<file path="src/verilog/cbt_pkg.sv">
// Purpose: shared constants and types of the CAN bit timing unit
// Assumes: aclk is the fast clock source, four times the instruction clock
// Notes: register map, field layout, reset values and timing counts live here
package cbt_pkg;
	localparam int AXI_AW = 8;
	localparam logic [7:0] OFF_CFG1 = 8'h00;
	localparam logic [7:0] OFF_CFG2 = 8'h04;
	localparam logic [7:0] OFF_CTRL = 8'h08;
	localparam logic [7:0] OFF_STAT = 8'h0C;
	localparam logic [1:0] RESP_OKAY = 2'h0;
	localparam logic [1:0] RESP_SLVERR = 2'h2;
	localparam int CFG1_PRESC_LSB = 0;
	localparam int CFG1_JUMP_LSB = 6;
	localparam int CFG2_PROP_LSB = 0;
	localparam int CFG2_PH1_LSB = 3;
	localparam int CFG2_TRIPLE_BIT = 6;
	localparam int CFG2_PH2_LSB = 8;
	localparam int CTRL_CKSEL_BIT = 0;
	localparam int STAT_RX_BIT = 0;
	localparam int STAT_SEG_LSB = 1;
	localparam int STAT_TIMING_OK_BIT = 3;
	localparam int STAT_RATE_OK_BIT = 4;
	localparam logic [31:0] CFG1_RST = 32'h0000_0000;
	localparam logic [31:0] CFG2_RST = 32'h0000_0212;
	localparam logic [31:0] CTRL_RST = 32'h0000_0000;
	localparam logic [4:0] BIT_TQ_MIN = 5'h08;
	localparam logic [4:0] BIT_TQ_MAX = 5'h19;
	localparam int CKSEL_DIV = 4;
	localparam int CLK_PERIOD_NS = 100;
	localparam int MIN_BIT_TIME_NS = 1000;
	localparam int MIN_BIT_CYCLES = (MIN_BIT_TIME_NS + CLK_PERIOD_NS - 1) / CLK_PERIOD_NS;

	typedef struct packed {
		logic [5:0] presc;
		logic [1:0] jump;
		logic [2:0] prop;
		logic [2:0] ph1;
		logic [2:0] ph2;
		logic       triple;
		logic       cksel;
	} cbt_cfg_t;

	typedef enum logic [1:0] {
		SEG_SYNC,
		SEG_PROP,
		SEG_PH1,
		SEG_PH2
	} cbt_seg_t;
endpackage

</file>
<file path="src/verilog/cbt_quantum_gen.sv">
// Purpose: time quantum and half quantum strobes
// Assumes: cfg changes only between frames
// Notes: strobes come from flip-flops, one aclk cycle wide
`timescale 1ns/1ns
module cbt_quantum_gen (
	input  wire logic              aclk,
	input  wire logic              aresetn,
	input  wire cbt_pkg::cbt_cfg_t cfg,
	output logic                   half_tick,
	output logic                   tq_tick
);
	typedef struct packed {
		logic [1:0] mdiv;
		logic [5:0] cnt;
		logic       phase;
		logic       half;
		logic       tq;
	} cbt_qg_t;

	cbt_qg_t qg_ff;
	cbt_qg_t nxt_qg;
	logic    men;

	assign men = !cfg.cksel || (qg_ff.mdiv == 2'(cbt_pkg::CKSEL_DIV - 1));

	// Prescaler then divide by two
	always_comb begin
		nxt_qg = qg_ff;
		nxt_qg.half = 1'b0;
		nxt_qg.tq = 1'b0;
		nxt_qg.mdiv = qg_ff.mdiv + 2'h1;
		// half quantum every field plus one
		if (men) begin
			if (qg_ff.cnt >= cfg.presc) begin
				nxt_qg.cnt = 6'h00;
				nxt_qg.half = 1'b1;
				nxt_qg.phase = ~qg_ff.phase;
				nxt_qg.tq = qg_ff.phase;
			end else begin
				nxt_qg.cnt = qg_ff.cnt + 6'h01;
			end
		end
		if (!aresetn) begin
			nxt_qg = '0;
		end
	end

	always_ff @(posedge aclk) begin
		qg_ff <= nxt_qg;
	end

	assign half_tick = qg_ff.half;
	assign tq_tick = qg_ff.tq;

	property p_tq_gap;
		@(posedge aclk) disable iff (!aresetn)
		tq_tick |=> !tq_tick;
	endproperty
	a_tq_gap: assert property (p_tq_gap) else $error("quantum strobes adjacent");

	property p_tq_half;
		@(posedge aclk) disable iff (!aresetn)
		tq_tick |-> half_tick;
	endproperty
	a_tq_half: assert property (p_tq_half) else $error("quantum not on half strobe");

	property p_cksel_slow;
		@(posedge aclk) disable iff (!aresetn)
		(half_tick && cfg.cksel && $past(cfg.cksel) && $past(cfg.cksel, 2)
			&& $past(cfg.cksel, 3)) |-> !$past(half_tick) && !$past(half_tick, 2);
	endproperty
	a_cksel_slow: assert property (p_cksel_slow) else $error("select ignored");
endmodule // cbt_quantum_gen

</file>
<file path="src/verilog/cbt_bit_timing.sv">
// Purpose: CAN nominal bit timing, sampling and synchronization
// Assumes: rx and bus_idle are synchronous to aclk, rx high is recessive
// Notes: registers reached over AXI4-Lite, one word each
`timescale 1ns/1ns
module cbt_bit_timing (
	input  wire logic                       aclk,
	input  wire logic                       aresetn,
	input  wire logic [cbt_pkg::AXI_AW-1:0] awaddr,
	input  wire logic [2:0]                 awprot,
	input  wire logic                       awvalid,
	output logic                            awready,
	input  wire logic [31:0]                wdata,
	input  wire logic [3:0]                 wstrb,
	input  wire logic                       wvalid,
	output logic                            wready,
	output logic [1:0]                      bresp,
	output logic                            bvalid,
	input  wire logic                       bready,
	input  wire logic [cbt_pkg::AXI_AW-1:0] araddr,
	input  wire logic [2:0]                 arprot,
	input  wire logic                       arvalid,
	output logic                            arready,
	output logic [31:0]                     rdata,
	output logic [1:0]                      rresp,
	output logic                            rvalid,
	input  wire logic                       rready,
	input  wire logic                       rx,
	input  wire logic                       bus_idle,
	output logic                            rx_bit,
	output logic                            sample_pulse,
	output logic                            bit_start,
	output logic                            hard_sync,
	output logic                            resync
);
	typedef struct packed {
		cbt_pkg::cbt_cfg_t cfg;
		logic              aw_full;
		logic [7:0]        aw_addr;
		logic              w_full;
		logic [31:0]       wdata;
		logic [3:0]        wstrb;
		logic              bvalid;
		logic [1:0]        bresp;
		logic              rvalid;
		logic [31:0]       rdata;
		logic [1:0]        rresp;
		cbt_pkg::cbt_seg_t seg;
		logic [3:0]        cnt;
		logic [4:0]        pos;
		logic [2:0]        ext;
		logic [2:0]        shr;
		logic              hard;
		logic              resynced;
		logic              cfg_dirty;
		logic              prev_rx;
		logic              h1;
		logic              h2;
		logic              rx_bit;
		logic              sample;
		logic              bstart;
		logic              hsync;
		logic              rsync;
	} cbt_st_t;

	cbt_st_t     st_ff;
	cbt_st_t     nxt_st;
	logic        half_tick;
	logic        tq_tick;
	logic [4:0]  bit_tq;
	logic        timing_ok;
	logic [9:0]  tq_cyc;
	logic [14:0] bit_cyc;
	logic        rate_ok;
	logic [31:0] stat_img;
	logic [3:0]  ph2_cur;
	logic [2:0]  jump_cur;

	function automatic logic [3:0] seg_len(input logic [2:0] f);
		return {1'b0, f} + 4'h1;
	endfunction

	function automatic logic [7:0] word_addr(input logic [7:0] a);
		return {a[7:2], 2'b00};
	endfunction

	function automatic logic maj(input logic a, input logic b, input logic c);
		return (a & b) | (a & c) | (b & c);
	endfunction

	// Byte lanes of a write over the old word
	function automatic logic [31:0] merge(input logic [31:0] o, input logic [31:0] n,
			input logic [3:0] s);
		logic [31:0] r;
		r = o;
		for (int i = 0; i < 4; i++) begin
			if (s[i]) begin
				r[i*8 +: 8] = n[i*8 +: 8];
			end
		end
		return r;
	endfunction

	// Config fields as software sees them
	function automatic logic [31:0] cfg_img(input cbt_pkg::cbt_cfg_t c, input logic [7:0] a);
		logic [31:0] r;
		r = 32'h0000_0000;
		if (a == cbt_pkg::OFF_CFG1) begin
			r[cbt_pkg::CFG1_PRESC_LSB +: 6] = c.presc;
			r[cbt_pkg::CFG1_JUMP_LSB +: 2] = c.jump;
		end else if (a == cbt_pkg::OFF_CFG2) begin
			r[cbt_pkg::CFG2_PROP_LSB +: 3] = c.prop;
			r[cbt_pkg::CFG2_PH1_LSB +: 3] = c.ph1;
			r[cbt_pkg::CFG2_TRIPLE_BIT] = c.triple;
			r[cbt_pkg::CFG2_PH2_LSB +: 3] = c.ph2;
		end else if (a == cbt_pkg::OFF_CTRL) begin
			r[cbt_pkg::CTRL_CKSEL_BIT] = c.cksel;
		end
		return r;
	endfunction

	// Fields back out of a written word
	function automatic cbt_pkg::cbt_cfg_t cfg_load(input cbt_pkg::cbt_cfg_t c,
			input logic [7:0] a, input logic [31:0] v);
		cbt_pkg::cbt_cfg_t r;
		r = c;
		if (a == cbt_pkg::OFF_CFG1) begin
			r.presc = v[cbt_pkg::CFG1_PRESC_LSB +: 6];
			r.jump = v[cbt_pkg::CFG1_JUMP_LSB +: 2];
		end else if (a == cbt_pkg::OFF_CFG2) begin
			r.prop = v[cbt_pkg::CFG2_PROP_LSB +: 3];
			r.ph1 = v[cbt_pkg::CFG2_PH1_LSB +: 3];
			r.triple = v[cbt_pkg::CFG2_TRIPLE_BIT];
			r.ph2 = v[cbt_pkg::CFG2_PH2_LSB +: 3];
		end else if (a == cbt_pkg::OFF_CTRL) begin
			r.cksel = v[cbt_pkg::CTRL_CKSEL_BIT];
		end
		return r;
	endfunction

	cbt_quantum_gen i_cbt_quantum_gen (
		.aclk      (aclk),
		.aresetn   (aresetn),
		.cfg       (st_ff.cfg),
		.half_tick (half_tick),
		.tq_tick   (tq_tick)
	);

	// segment sum range check, one quantum for sync
	assign bit_tq = 5'h01 + 5'(seg_len(st_ff.cfg.prop)) + 5'(seg_len(st_ff.cfg.ph1))
		+ 5'(seg_len(st_ff.cfg.ph2));
	assign timing_ok = (bit_tq >= cbt_pkg::BIT_TQ_MIN) && (bit_tq <= cbt_pkg::BIT_TQ_MAX);
	// rate flag only; software owns the limit
	assign tq_cyc = {3'b000, 7'({1'b0, st_ff.cfg.presc} + 7'h01)} << (st_ff.cfg.cksel ? 2'd3 : 2'd1);
	assign bit_cyc = 15'(tq_cyc) * 15'(bit_tq);
	assign rate_ok = bit_cyc >= 15'(cbt_pkg::MIN_BIT_CYCLES);
	assign ph2_cur = seg_len(st_ff.cfg.ph2) - {1'b0, st_ff.shr};
	assign jump_cur = {1'b0, st_ff.cfg.jump} + 3'h1;

	// Read-only status word
	always_comb begin
		stat_img = 32'h0000_0000;
		stat_img[cbt_pkg::STAT_RX_BIT] = st_ff.rx_bit;
		stat_img[cbt_pkg::STAT_SEG_LSB +: 2] = st_ff.seg;
		stat_img[cbt_pkg::STAT_TIMING_OK_BIT] = timing_ok;
		stat_img[cbt_pkg::STAT_RATE_OK_BIT] = rate_ok;
	end

	// Holding slots block new requests, so no handshake is ever lost
	assign awready = !st_ff.aw_full && !st_ff.bvalid;
	assign wready = !st_ff.w_full && !st_ff.bvalid;
	assign arready = !st_ff.rvalid;

	// Bus slave and bit timing state
	always_comb begin
		logic [7:0]  wa;
		logic [7:0]  ra;
		logic        edge_fall;
		logic        early;
		logic [2:0]  ext_n;
		logic [2:0]  shr_n;
		logic [4:0]  err_late;
		logic [3:0]  rem_q;
		logic [3:0]  len_prop;
		logic [3:0]  len_ph1;
		logic [3:0]  len_ph2;
		logic        cfg_wr;
		wa = word_addr(st_ff.aw_addr);
		ra = word_addr(araddr);
		edge_fall = 1'b0;
		early = 1'b0;
		ext_n = st_ff.ext;
		shr_n = st_ff.shr;
		err_late = st_ff.pos + 5'h01;
		rem_q = ph2_cur - st_ff.cnt;
		len_prop = 4'h0;
		len_ph1 = 4'h0;
		len_ph2 = 4'h0;
		cfg_wr = 1'b0;
		nxt_st = st_ff;
		nxt_st.sample = 1'b0;
		nxt_st.bstart = 1'b0;
		nxt_st.hsync = 1'b0;
		nxt_st.rsync = 1'b0;

		// Write path, address and data in either order
		if (awvalid && awready) begin
			nxt_st.aw_full = 1'b1;
			nxt_st.aw_addr = awaddr;
		end
		if (wvalid && wready) begin
			nxt_st.w_full = 1'b1;
			nxt_st.wdata = wdata;
			nxt_st.wstrb = wstrb;
		end
		if (st_ff.aw_full && st_ff.w_full) begin
			nxt_st.aw_full = 1'b0;
			nxt_st.w_full = 1'b0;
			nxt_st.bvalid = 1'b1;
			nxt_st.bresp = cbt_pkg::RESP_OKAY;
			if (wa == cbt_pkg::OFF_CFG1 || wa == cbt_pkg::OFF_CFG2 || wa == cbt_pkg::OFF_CTRL) begin
				nxt_st.cfg = cfg_load(st_ff.cfg, wa,
					merge(cfg_img(st_ff.cfg, wa), st_ff.wdata, st_ff.wstrb));
				// Bit in flight mixes old and new lengths
				cfg_wr = 1'b1;
				nxt_st.cfg_dirty = 1'b1;
			end else if (wa != cbt_pkg::OFF_STAT) begin
				nxt_st.bresp = cbt_pkg::RESP_SLVERR;
			end
		end
		if (st_ff.bvalid && bready) begin
			nxt_st.bvalid = 1'b0;
		end

		// Read path, one outstanding
		if (st_ff.rvalid && rready) begin
			nxt_st.rvalid = 1'b0;
		end
		if (arvalid && arready) begin
			nxt_st.rvalid = 1'b1;
			nxt_st.rresp = cbt_pkg::RESP_OKAY;
			if (ra == cbt_pkg::OFF_STAT) begin
				nxt_st.rdata = stat_img;
			end else if (ra == cbt_pkg::OFF_CFG1 || ra == cbt_pkg::OFF_CFG2
					|| ra == cbt_pkg::OFF_CTRL) begin
				nxt_st.rdata = cfg_img(st_ff.cfg, ra);
			end else begin
				nxt_st.rdata = 32'h0000_0000;
				nxt_st.rresp = cbt_pkg::RESP_SLVERR;
			end
		end

		// bus history at half quantum spacing
		if (half_tick) begin
			nxt_st.h1 = rx;
			nxt_st.h2 = st_ff.h1;
		end

		if (tq_tick) begin
			nxt_st.prev_rx = rx;
			// edge seen in the quantum just ended
			edge_fall = st_ff.prev_rx & ~rx;
			// one bounded adjustment per bit, none after hard sync
			if (edge_fall && !bus_idle && !st_ff.hard && !st_ff.resynced) begin
				unique case (st_ff.seg)
					cbt_pkg::SEG_PROP, cbt_pkg::SEG_PH1: begin
						ext_n = (err_late > {2'b00, jump_cur}) ? jump_cur : err_late[2:0];
						nxt_st.resynced = 1'b1;
						nxt_st.rsync = 1'b1;
					end
					cbt_pkg::SEG_PH2: begin
						if (rem_q <= {1'b0, jump_cur}) begin
							early = 1'b1;
						end else begin
							shr_n = jump_cur;
						end
						nxt_st.resynced = 1'b1;
						nxt_st.rsync = 1'b1;
					end
					cbt_pkg::SEG_SYNC: begin
						ext_n = st_ff.ext;
					end
				endcase
			end
			len_prop = seg_len(st_ff.cfg.prop);
			len_ph1 = seg_len(st_ff.cfg.ph1) + {1'b0, ext_n};
			len_ph2 = seg_len(st_ff.cfg.ph2) - {1'b0, shr_n};
			nxt_st.ext = ext_n;
			nxt_st.shr = shr_n;
			unique case (st_ff.seg)
				cbt_pkg::SEG_SYNC: begin
					nxt_st.seg = cbt_pkg::SEG_PROP;
					nxt_st.cnt = 4'h0;
					nxt_st.pos = 5'h00;
					nxt_st.ext = 3'h0;
					nxt_st.shr = 3'h0;
					nxt_st.hard = 1'b0;
					// Set wins: a write landing now taints the new bit
					nxt_st.cfg_dirty = cfg_wr;
					nxt_st.resynced = 1'b0;
				end
				cbt_pkg::SEG_PROP: begin
					nxt_st.pos = st_ff.pos + 5'h01;
					nxt_st.cnt = st_ff.cnt + 4'h1;
					if (st_ff.cnt + 4'h1 >= len_prop) begin
						nxt_st.seg = cbt_pkg::SEG_PH1;
						nxt_st.cnt = 4'h0;
					end
				end
				cbt_pkg::SEG_PH1: begin
					nxt_st.pos = st_ff.pos + 5'h01;
					nxt_st.cnt = st_ff.cnt + 4'h1;
					// sample point at end of phase one
					if (st_ff.cnt + 4'h1 >= len_ph1) begin
						nxt_st.seg = cbt_pkg::SEG_PH2;
						nxt_st.cnt = 4'h0;
						nxt_st.sample = 1'b1;
						nxt_st.rx_bit = st_ff.cfg.triple ? maj(rx, st_ff.h1, st_ff.h2) : rx;
					end
				end
				cbt_pkg::SEG_PH2: begin
					nxt_st.cnt = st_ff.cnt + 4'h1;
					if (st_ff.cnt + 4'h1 >= len_ph2) begin
						nxt_st.seg = cbt_pkg::SEG_SYNC;
						nxt_st.cnt = 4'h0;
						nxt_st.bstart = 1'b1;
					end
				end
			endcase
			// Early edge close to sync: that quantum becomes the new sync
			if (early) begin
				nxt_st.seg = cbt_pkg::SEG_PROP;
				nxt_st.cnt = 4'h0;
				nxt_st.pos = 5'h00;
				nxt_st.ext = 3'h0;
				nxt_st.shr = 3'h0;
				nxt_st.resynced = 1'b0;
				nxt_st.bstart = 1'b1;
			end
			// hard sync restarts the bit after the edge quantum
			if (edge_fall && bus_idle) begin
				nxt_st.seg = cbt_pkg::SEG_PROP;
				nxt_st.cnt = 4'h0;
				nxt_st.pos = 5'h00;
				nxt_st.ext = 3'h0;
				nxt_st.shr = 3'h0;
				nxt_st.hard = 1'b1;
				nxt_st.resynced = 1'b0;
				nxt_st.rsync = 1'b0;
				nxt_st.sample = 1'b0;
				nxt_st.hsync = 1'b1;
				nxt_st.bstart = 1'b1;
			end
			// illegal sum parks the sequencer; a half-valid bit is worse
			if (!timing_ok) begin
				nxt_st.seg = cbt_pkg::SEG_SYNC;
				nxt_st.cnt = 4'h0;
				// No pulses or new bit value from a parked sequencer
				nxt_st.rx_bit = st_ff.rx_bit;
				nxt_st.sample = 1'b0;
				nxt_st.bstart = 1'b0;
				nxt_st.hsync = 1'b0;
				nxt_st.rsync = 1'b0;
			end
		end

		if (!aresetn) begin
			nxt_st = '0;
			nxt_st.prev_rx = 1'b1;
			nxt_st.cfg = cfg_load(cfg_load(cfg_load(nxt_st.cfg, cbt_pkg::OFF_CFG1,
				cbt_pkg::CFG1_RST), cbt_pkg::OFF_CFG2, cbt_pkg::CFG2_RST),
				cbt_pkg::OFF_CTRL, cbt_pkg::CTRL_RST);
		end
	end

	always_ff @(posedge aclk) begin
		st_ff <= nxt_st;
	end

	assign bresp = st_ff.bresp;
	assign bvalid = st_ff.bvalid;
	assign rdata = st_ff.rdata;
	assign rresp = st_ff.rresp;
	assign rvalid = st_ff.rvalid;
	assign rx_bit = st_ff.rx_bit;
	assign sample_pulse = st_ff.sample;
	assign bit_start = st_ff.bstart;
	assign hard_sync = st_ff.hsync;
	assign resync = st_ff.rsync;

	property p_sync_one;
		@(posedge aclk) disable iff (!aresetn)
		(st_ff.seg == cbt_pkg::SEG_SYNC && tq_tick && timing_ok) |=> st_ff.seg != cbt_pkg::SEG_SYNC;
	endproperty
	a_sync_one: assert property (p_sync_one) else $error("sync longer than one quantum");

	property p_sample_ph1;
		@(posedge aclk) disable iff (!aresetn)
		sample_pulse |-> st_ff.seg == cbt_pkg::SEG_PH2 && $past(st_ff.seg) == cbt_pkg::SEG_PH1;
	endproperty
	a_sample_ph1: assert property (p_sample_ph1) else $error("sample not at phase one end");

	property p_single;
		@(posedge aclk) disable iff (!aresetn)
		(sample_pulse && !$past(st_ff.cfg.triple)) |-> rx_bit == $past(rx);
	endproperty
	a_single: assert property (p_single) else $error("single sample wrong");

	property p_majority;
		@(posedge aclk) disable iff (!aresetn)
		(sample_pulse && $past(st_ff.cfg.triple))
			|-> rx_bit == maj($past(rx), $past(st_ff.h1), $past(st_ff.h2));
	endproperty
	a_majority: assert property (p_majority) else $error("majority wrong");

	property p_prop_len;
		@(posedge aclk) disable iff (!aresetn)
		(st_ff.seg == cbt_pkg::SEG_PH1 && $past(st_ff.seg) == cbt_pkg::SEG_PROP
			&& !$past(st_ff.cfg_dirty))
			|-> $past(st_ff.cnt) == {1'b0, $past(st_ff.cfg.prop)};
	endproperty
	a_prop_len: assert property (p_prop_len) else $error("propagation length wrong");

	property p_ph2_len;
		@(posedge aclk) disable iff (!aresetn)
		(st_ff.seg == cbt_pkg::SEG_SYNC && $past(st_ff.seg) == cbt_pkg::SEG_PH2 && !resync
			&& !$past(st_ff.cfg_dirty))
			|-> $past(st_ff.cnt) + 4'h1 == $past(ph2_cur);
	endproperty
	a_ph2_len: assert property (p_ph2_len) else $error("phase two length wrong");

	property p_hard;
		@(posedge aclk) disable iff (!aresetn)
		hard_sync |-> $past(bus_idle) && st_ff.seg == cbt_pkg::SEG_PROP && st_ff.cnt == 4'h0;
	endproperty
	a_hard: assert property (p_hard) else $error("hard sync misplaced");

	property p_no_resync;
		@(posedge aclk) disable iff (!aresetn)
		resync |-> !$past(st_ff.hard) && !$past(bus_idle);
	endproperty
	a_no_resync: assert property (p_no_resync) else $error("resync after hard sync");

	property p_jump;
		@(posedge aclk) disable iff (!aresetn)
		st_ff.ext <= jump_cur && st_ff.shr <= jump_cur;
	endproperty
	a_jump: assert property (p_jump) else $error("jump beyond width");
endmodule // cbt_bit_timing

</file>
<file path="config.mk">
export PLATFORM = sky130hd
export DESIGN_NAME = cbt_bit_timing
export DESIGN_NICKNAME = d
export VERILOG_FILES = /design/src/verilog/cbt_pkg.sv /design/src/verilog/cbt_quantum_gen.sv /design/src/verilog/cbt_bit_timing.sv
export SDC_FILE = /design/constraint.sdc
export NUM_CORES = 1
export LEC_CHECK = 0
export BUFFER_PORTS_ARGS = -buffer_cell sky130_fd_sc_hd__buf_2
export CORE_UTILIZATION = 53
export DETAILED_ROUTE_END_ITERATION = 7
export PLACE_DENSITY = 0.84
export REMOVE_ABC_BUFFERS = 1
export SLEW_MARGIN = 20
export SYNTH_ARGS = -nofsm -noshare
export SYNTH_HDL_FRONTEND = slang
export SYNTH_SLANG_ARGS = --single-unit
export TNS_END_PERCENT = 1
</file>
<file path="constraint.sdc">
create_clock -name aclk -period 5.74 [get_ports aclk]
set_input_delay 0.574 -clock aclk [delete_from_list [all_inputs] [get_ports aclk]]
set_output_delay 0.574 -clock aclk [all_outputs]
set_load 0.1 [all_outputs]
</file>
# Yosys cells after proc, flatten, opt, wreduce, memory -nomap -nowiden
# Index checks and enable logic that the tools add are counted.
# totals
ff_bits	119
in_bits	67
word_cells	209
# op_classes
addsub	16
multipliers	1
n_lt_le_gt_ge	9
eq_ne	14
n_shift	1
muxes	60
bitwise	15
n_reduce_logical	54
# op_table
operator	count
$mux W6	7
$mux W35	1
$mux W3	11
$pmux W6 S4	1
$mux W1	23
$mux W11	2
$mux W19	1
$eq A6 B2 Y1 const B	3
$mux W17	1
$mux W2	8
$reduce_and A4 Y1	4
$ge A15 B4 Y1 const B	1
$mul A10 B5 Y15	1
$ne A5 B5 Y1 const B	3
$mux W7	2
$logic_and A1 B1 Y1	13
$add A3 B1 Y4 const B	3
$eq A6 B1 Y1 const B	2
$ge A4 B4 Y1	3
$logic_not A6 Y1	2
$reduce_and A3 Y1	4
$reduce_bool A4 Y1	3
$add A5 B4 Y5	2
$pmux W5 S2	1
other kinds (34)	68

# Depth between registers and ports, before layout
# logic_depth
ltp_word	15
mapped_depth	25

# By module
# Synthesis repeated with hierarchy kept, for this count alone.
# unflattened
hier_cells	854
hier_area_um2	7215.7
# modules_own_cells
mod	instances	cells_per_inst	area_per_inst_um2	seq_area_each_um2
cbt_bit_timing	1	795	6586.3	1641.6
cbt_quantum_gen	1	59	629.4	220.2

# Least setup slack after synthesis
# Ideal clock, no wire load.
# synth_path
kind	reg-to-reg
start	register st_ff[114] (netlist bit)
end	register st_ff (netlist bit rdata[4])
setup_ns	0.133
arrival_ns	5.748
path_slack_ns	-0.141
stages_incl_launch_ff	22
n_path_buf	0
path_cell_list	dfxtp_1 -> ha_1 -> inv_1 -> fa_1 -> fa_1 -> nand2b_1 -> a21oi_4 -> xor2_4 -> nor2_1 -> fa_1 -> fa_1 -> inv_1 -> fa_1 -> inv_1 -> ha_1 -> a21o_1 -> a22oi_1 -> o2bb2ai_1 -> inv_1 -> o31a_1 -> o32ai_1 -> a211oi_1
# synth_between
elab_chain_len	5
# synth_lines
element	line	text
start, declared	cbt_bit_timing.sv:65	cbt_st_t st_ff;
start signal, assigned	cbt_bit_timing.sv:376	st_ff <= nxt_st;
$add A3 B1 Y4	cbt_bit_timing.sv:79	return {1'b0, f} + 4'h1;
$add A5 B4 Y5	cbt_bit_timing.sv:150	+ 5'(seg_len(st_ff.cfg.ph2));
$mul A10 B5 Y15	cbt_bit_timing.sv:154	assign bit_cyc = 15'(tq_cyc) * 15'(bit_tq);
$ge A15 B4 Y1	cbt_bit_timing.sv:155	assign rate_ok = bit_cyc >= 15'(cbt_pkg::MIN_BIT_CYCLES);
$mux W11	cbt_bit_timing.sv:241	if (ra == cbt_pkg::OFF_STAT) begin
# Every way passes these cells.
# A chain may end at the register's enable or synchronous reset.

# Worst setup path in the final report
# layout_path
start	register st_ff[115] (netlist bit)
end	register st_ff (netlist bit rdata[4])
# Same word-level chain as after synthesis.

==> impl_metrics.csv <==
group,metric,value,unit
outcome,status,"finished, final reports clean",
synth,synth_cell_types,67,
die,floorplan.initialDensity,54.6,%
synth,synth_most_common_cell,"nor2_1",
pwr,irDropWorstVdd,0.233,mV
worst_setup_path,rr_startpoint,"st_ff[115]$_SDFFE_PN1P_",
synth,synthArstFlopShare,0,%
synth,synthCells,887,
clocking,htreeDepth,3,
die,rows,42,
clocking,insertion_delay,0.35,ns
die,ios,113,
worst_setup_path,crit_end,"rdata[4]$_SDFFE_PN0P_",
hold_path,min_path_type,"input pin to flop",
routing,drt_iter0_drc,331,
worst_setup_path,crit_start,"st_ff[115]$_SDFFE_PN1P_",
timing,rsz0062_at_grt,"true",
worst_setup_path,path_depth,23,
timing,setup_violations,0,
timing,post-route-period-util,99.2,%
synth,synth_flop_cell,"dfxtp_1",
synth,synth_area_leaders,"dfxtp_1, ha_1, fa_1, nor2_1, mux2i_1",
worst_setup_path,rr_worst_depth,23,
flow_run,drv_cap,0,
global_route,grt_pass1_vias,6192,
worst_setup_path,critPathMaxStageDelay,0.54,ns
layout,stdcell_count,1137,
routing,vias_per_cell,5.62,
global_route,grtUsageTotal,25.3,%
synth,synth_area_leader_cell,"dfxtp_1",
clocking,clkSinkCount,93,
layout,drive_gt1_share,19.2,%
routing,drc,0,
timing,report.final.slew_viol_count,0,
routing,firstDrtPassIters,5,
die,die_w,119,µm
worst_setup_path,path_buf_inv,5,
clocking,cts_root_buf,"clkbuf_16",
worst_setup_path,worstPathMaxFanout,5,
routing,num_vias,6395,
synth,synth-edff-count,0,
routing,ant_nets,0,
placed_design,place.gp.congestion,0.907,
pwr,leakagePower,3.71,nW
die,dieHeight,119,µm
timing,relSlewSlack,30.9,%
layout,largest_reg_flops,62,
routing,routedWlPerCell,15.7,µm
synth,syn_avg_cell_area,8.22,µm²
global_route,grt_pass1_wl,28.8,mm
synth,synth.top_cell.area_share,25.5,%
pwr,powerDensity,189,nW/µm²
clocking,cts_buffers,9,
synth,ys_ff_latch,93,
worst_setup_path,endpoint_kind,"flop",
worst_setup_path,path_cells,"ha_4 > inv_4 > fa_1 > buf_6 > fa_2 > nand2b_4 > a21oi_4 > xor2_4 > nor2_2 > fa_1 > fa_1 > inv_1 > fa_1 > inv_1 > ha_4 > a21o_1 > a22oi_2 > buf_4 > nor2_2 > a2111oi_4 > nand3_1 > nor3_1 > a211oi_1",
clocking,cts_hold_buf,0,
timing,worst_slew_pin_slew,1.03,ns
synth,ys_warn_count,0,
global_route,grt_max_degree,66,
die,dieArea,14200,µm²
die,fp.coreArea,13300,µm²
global_route,antenna_found_initial,0,
synth,netlist_area,7290,µm²
global_route,grt_overflow,0,
worst_setup_path,critPathTopFamily,"adder cells",
worst_setup_path,timing.rr.end,"rdata[4]$_SDFFE_PN0P_",
timing,hold_violations,0,
worst_setup_path,crit_slowest_cell,"fa_1",
routing,wl,17.8,mm
layout,largest-register,"st_ff",
placed_design,numPlacedInstances,1110,
placed_design,place_hpwl,13.2,mm
clocking,clkTransAtPathRegs,0.07,ns
clocking,cts_tree,"done",
worst_setup_path,startpoint_type,"flop",
timing,fmax,176,MHz
synth,synth_commonest_cells,"nor2_1, dfxtp_1, nand2_1",
worst_setup_path,cp.arrival,5.89,ns
worst_setup_path,required,5.94,ns
timing,period_needed,5.69,ns
clocking,clk_path_buf_depth,2,
timing,skew,0.00650,ns
synth,seq_area_frac_synth,25.5,%
worst_setup_path,reg2reg_slack,0.05,ns
worst_setup_path,crit_type,"flop to flop",
layout,nets,1124,
timing,holdWs,0.407,ns
worst_setup_path,cpMostUsedCell,"fa_1",
placed_design,port_buffers,56,
layout,syn2layout_area_growth,14.5,%
## metal layers
metal	share of wire (%)	up-vias	global-route usage [%]
met1	44	2999	32.3
met4	2.9	0	11.3
li1	-	3116	-
met5	0	-	0
met3	5.8	36	4.36
met2	47	244	41.6
## how the worst min path moves through the flow
stage,start,endpoint,slack [ns],cells after the start
floorplan,i_cbt_quantum_gen.qg_ff[9]$_SDFF_PN0_,i_cbt_quantum_gen.qg_ff[9]$_SDFF_PN0_,0.40,1
detailed placement,i_cbt_quantum_gen.qg_ff[9]$_SDFF_PN0_,i_cbt_quantum_gen.qg_ff[9]$_SDFF_PN0_,0.41,1
global placement,i_cbt_quantum_gen.qg_ff[9]$_SDFF_PN0_,i_cbt_quantum_gen.qg_ff[9]$_SDFF_PN0_,0.41,1
finish,rready,rvalid$_SDFFE_PN0P_,0.41,2
global route,rready,rvalid$_SDFFE_PN0P_,0.42,2
CTS,rready,rvalid$_SDFFE_PN0P_,0.40,2
## report_power, final
| part | internal, W | switching [W] | total, W |
|---|---|---|---|
| Clock | 0.000308 | 0.000265 | 0.000573 |
| Combinational | 0.0000896 | 0.000221 | 0.000311 |
| Sequential | 0.000669 | 0.0000271 | 0.000696 |
## worst reg2reg max path: stages (launching register included)
cell and delay (ns):
dfxtp_2 0.34, ha_4 0.28, inv_4 0.04, fa_1 0.51, buf_6 0.14, fa_2 0.34
nand2b_4 0.16, a21oi_4 0.19, xor2_4 0.25, nor2_2 0.08, fa_1 0.49, fa_1 0.54
inv_1 0.05, fa_1 0.53, inv_1 0.08, ha_4 0.25, a21o_1 0.18, a22oi_2 0.24
buf_4 0.15, nor2_2 0.04, a2111oi_4 0.26, nand3_1 0.13, nor3_1 0.18, a211oi_1 0.09
## logic make-up (layout without fill, tap and decap cells)
logic type / after synthesis / after routing / synth area share [%]
xor+xnor: 28 / 28 / 3.83
compound gates: 166 / 166 / 14.8
mux: 42 / 42 / 6.13
buf+inv: 147 / 198 / 9.46
fa+ha+maj: 102 / 102 / 20.5
simple gates: 308 / 308 / 19.7
other cells: 1 / 24 / 0.0514
flops: 93 / 93 / 25.5
## placed cells by master, fill, tap and decap left out, types with 4 or more instances in the layout
master	instances
nor4_1	4
nand4_1	8
nand2_1	82
nor3b_1	4
mux2i_1	32
a21oi_1	57
nor2_1	96
nor2b_1	5
a22oi_1	7
nor2_2	4
o21ai_1	4
buf_2	56
ha_1	68
a21o_1	13
nand3_1	28
clkbuf_16	9
inv_1	72
or2_2	10
a22o_1	4
xor2_1	12
o21ai_0	23
fa_1	27
xnor2_1	13
nor3_2	4
a211oi_1	13
buf_4	46
conb_1	23
and2_1	13
ha_4	5
or3_1	4
mux2_2	8
nor3_1	15
o21a_1	5
nand2b_1	15
and3_1	4
dfxtp_1	90
## area by class of cell
| class | instances | area [µm²] |
|---|---|---|
| Inverter | 77 | 292 |
| Fill cell | 1121 | 5000 |
| Antenna cell | 1 | 2.50 |
| Timing Repair Buffer | 105 | 659 |
| Clock buffer | 10 | 239 |
| Multi-Input combinational cell | 669 | 5020 |
| Tap cell | 176 | 220 |
| Clock inverter | 6 | 43.8 |
| Sequential cell | 93 | 1870 |
## what timing repair did
item / 4_1_cts / 5_1_grt
pin swaps: 14 / 23
setup buffers: 4 / 6
cloned: 0 / 0
gates resized for setup: 22 / 25
endpoints found under the setup margin: 1 / 6
## through the flow
stage / power (W) / cell area (µm²) / setup slack, ns / utilization (%) / setup TNS (ns)
2_1_floorplan: 0.000933 / 6970 / -0.194 / - / -0.194
3_3_place_gp: 0.000998 / 7770 / -0.188 / 58.2 / -0.188
3_5_place_dp: 0.00100 / 7770 / -0.345 / 58.2 / -0.345
4_1_cts: 0.00157 / 8160 / 0.00219 / 61.1 / 0
5_1_grt: 0.00164 / 8340 / -0.159 / 62.5 / -0.159
6_report: 0.00158 / 8350 / 0.0460 / 62.5 / 0
No activity file was read; power rests on OpenSTA's default activity.
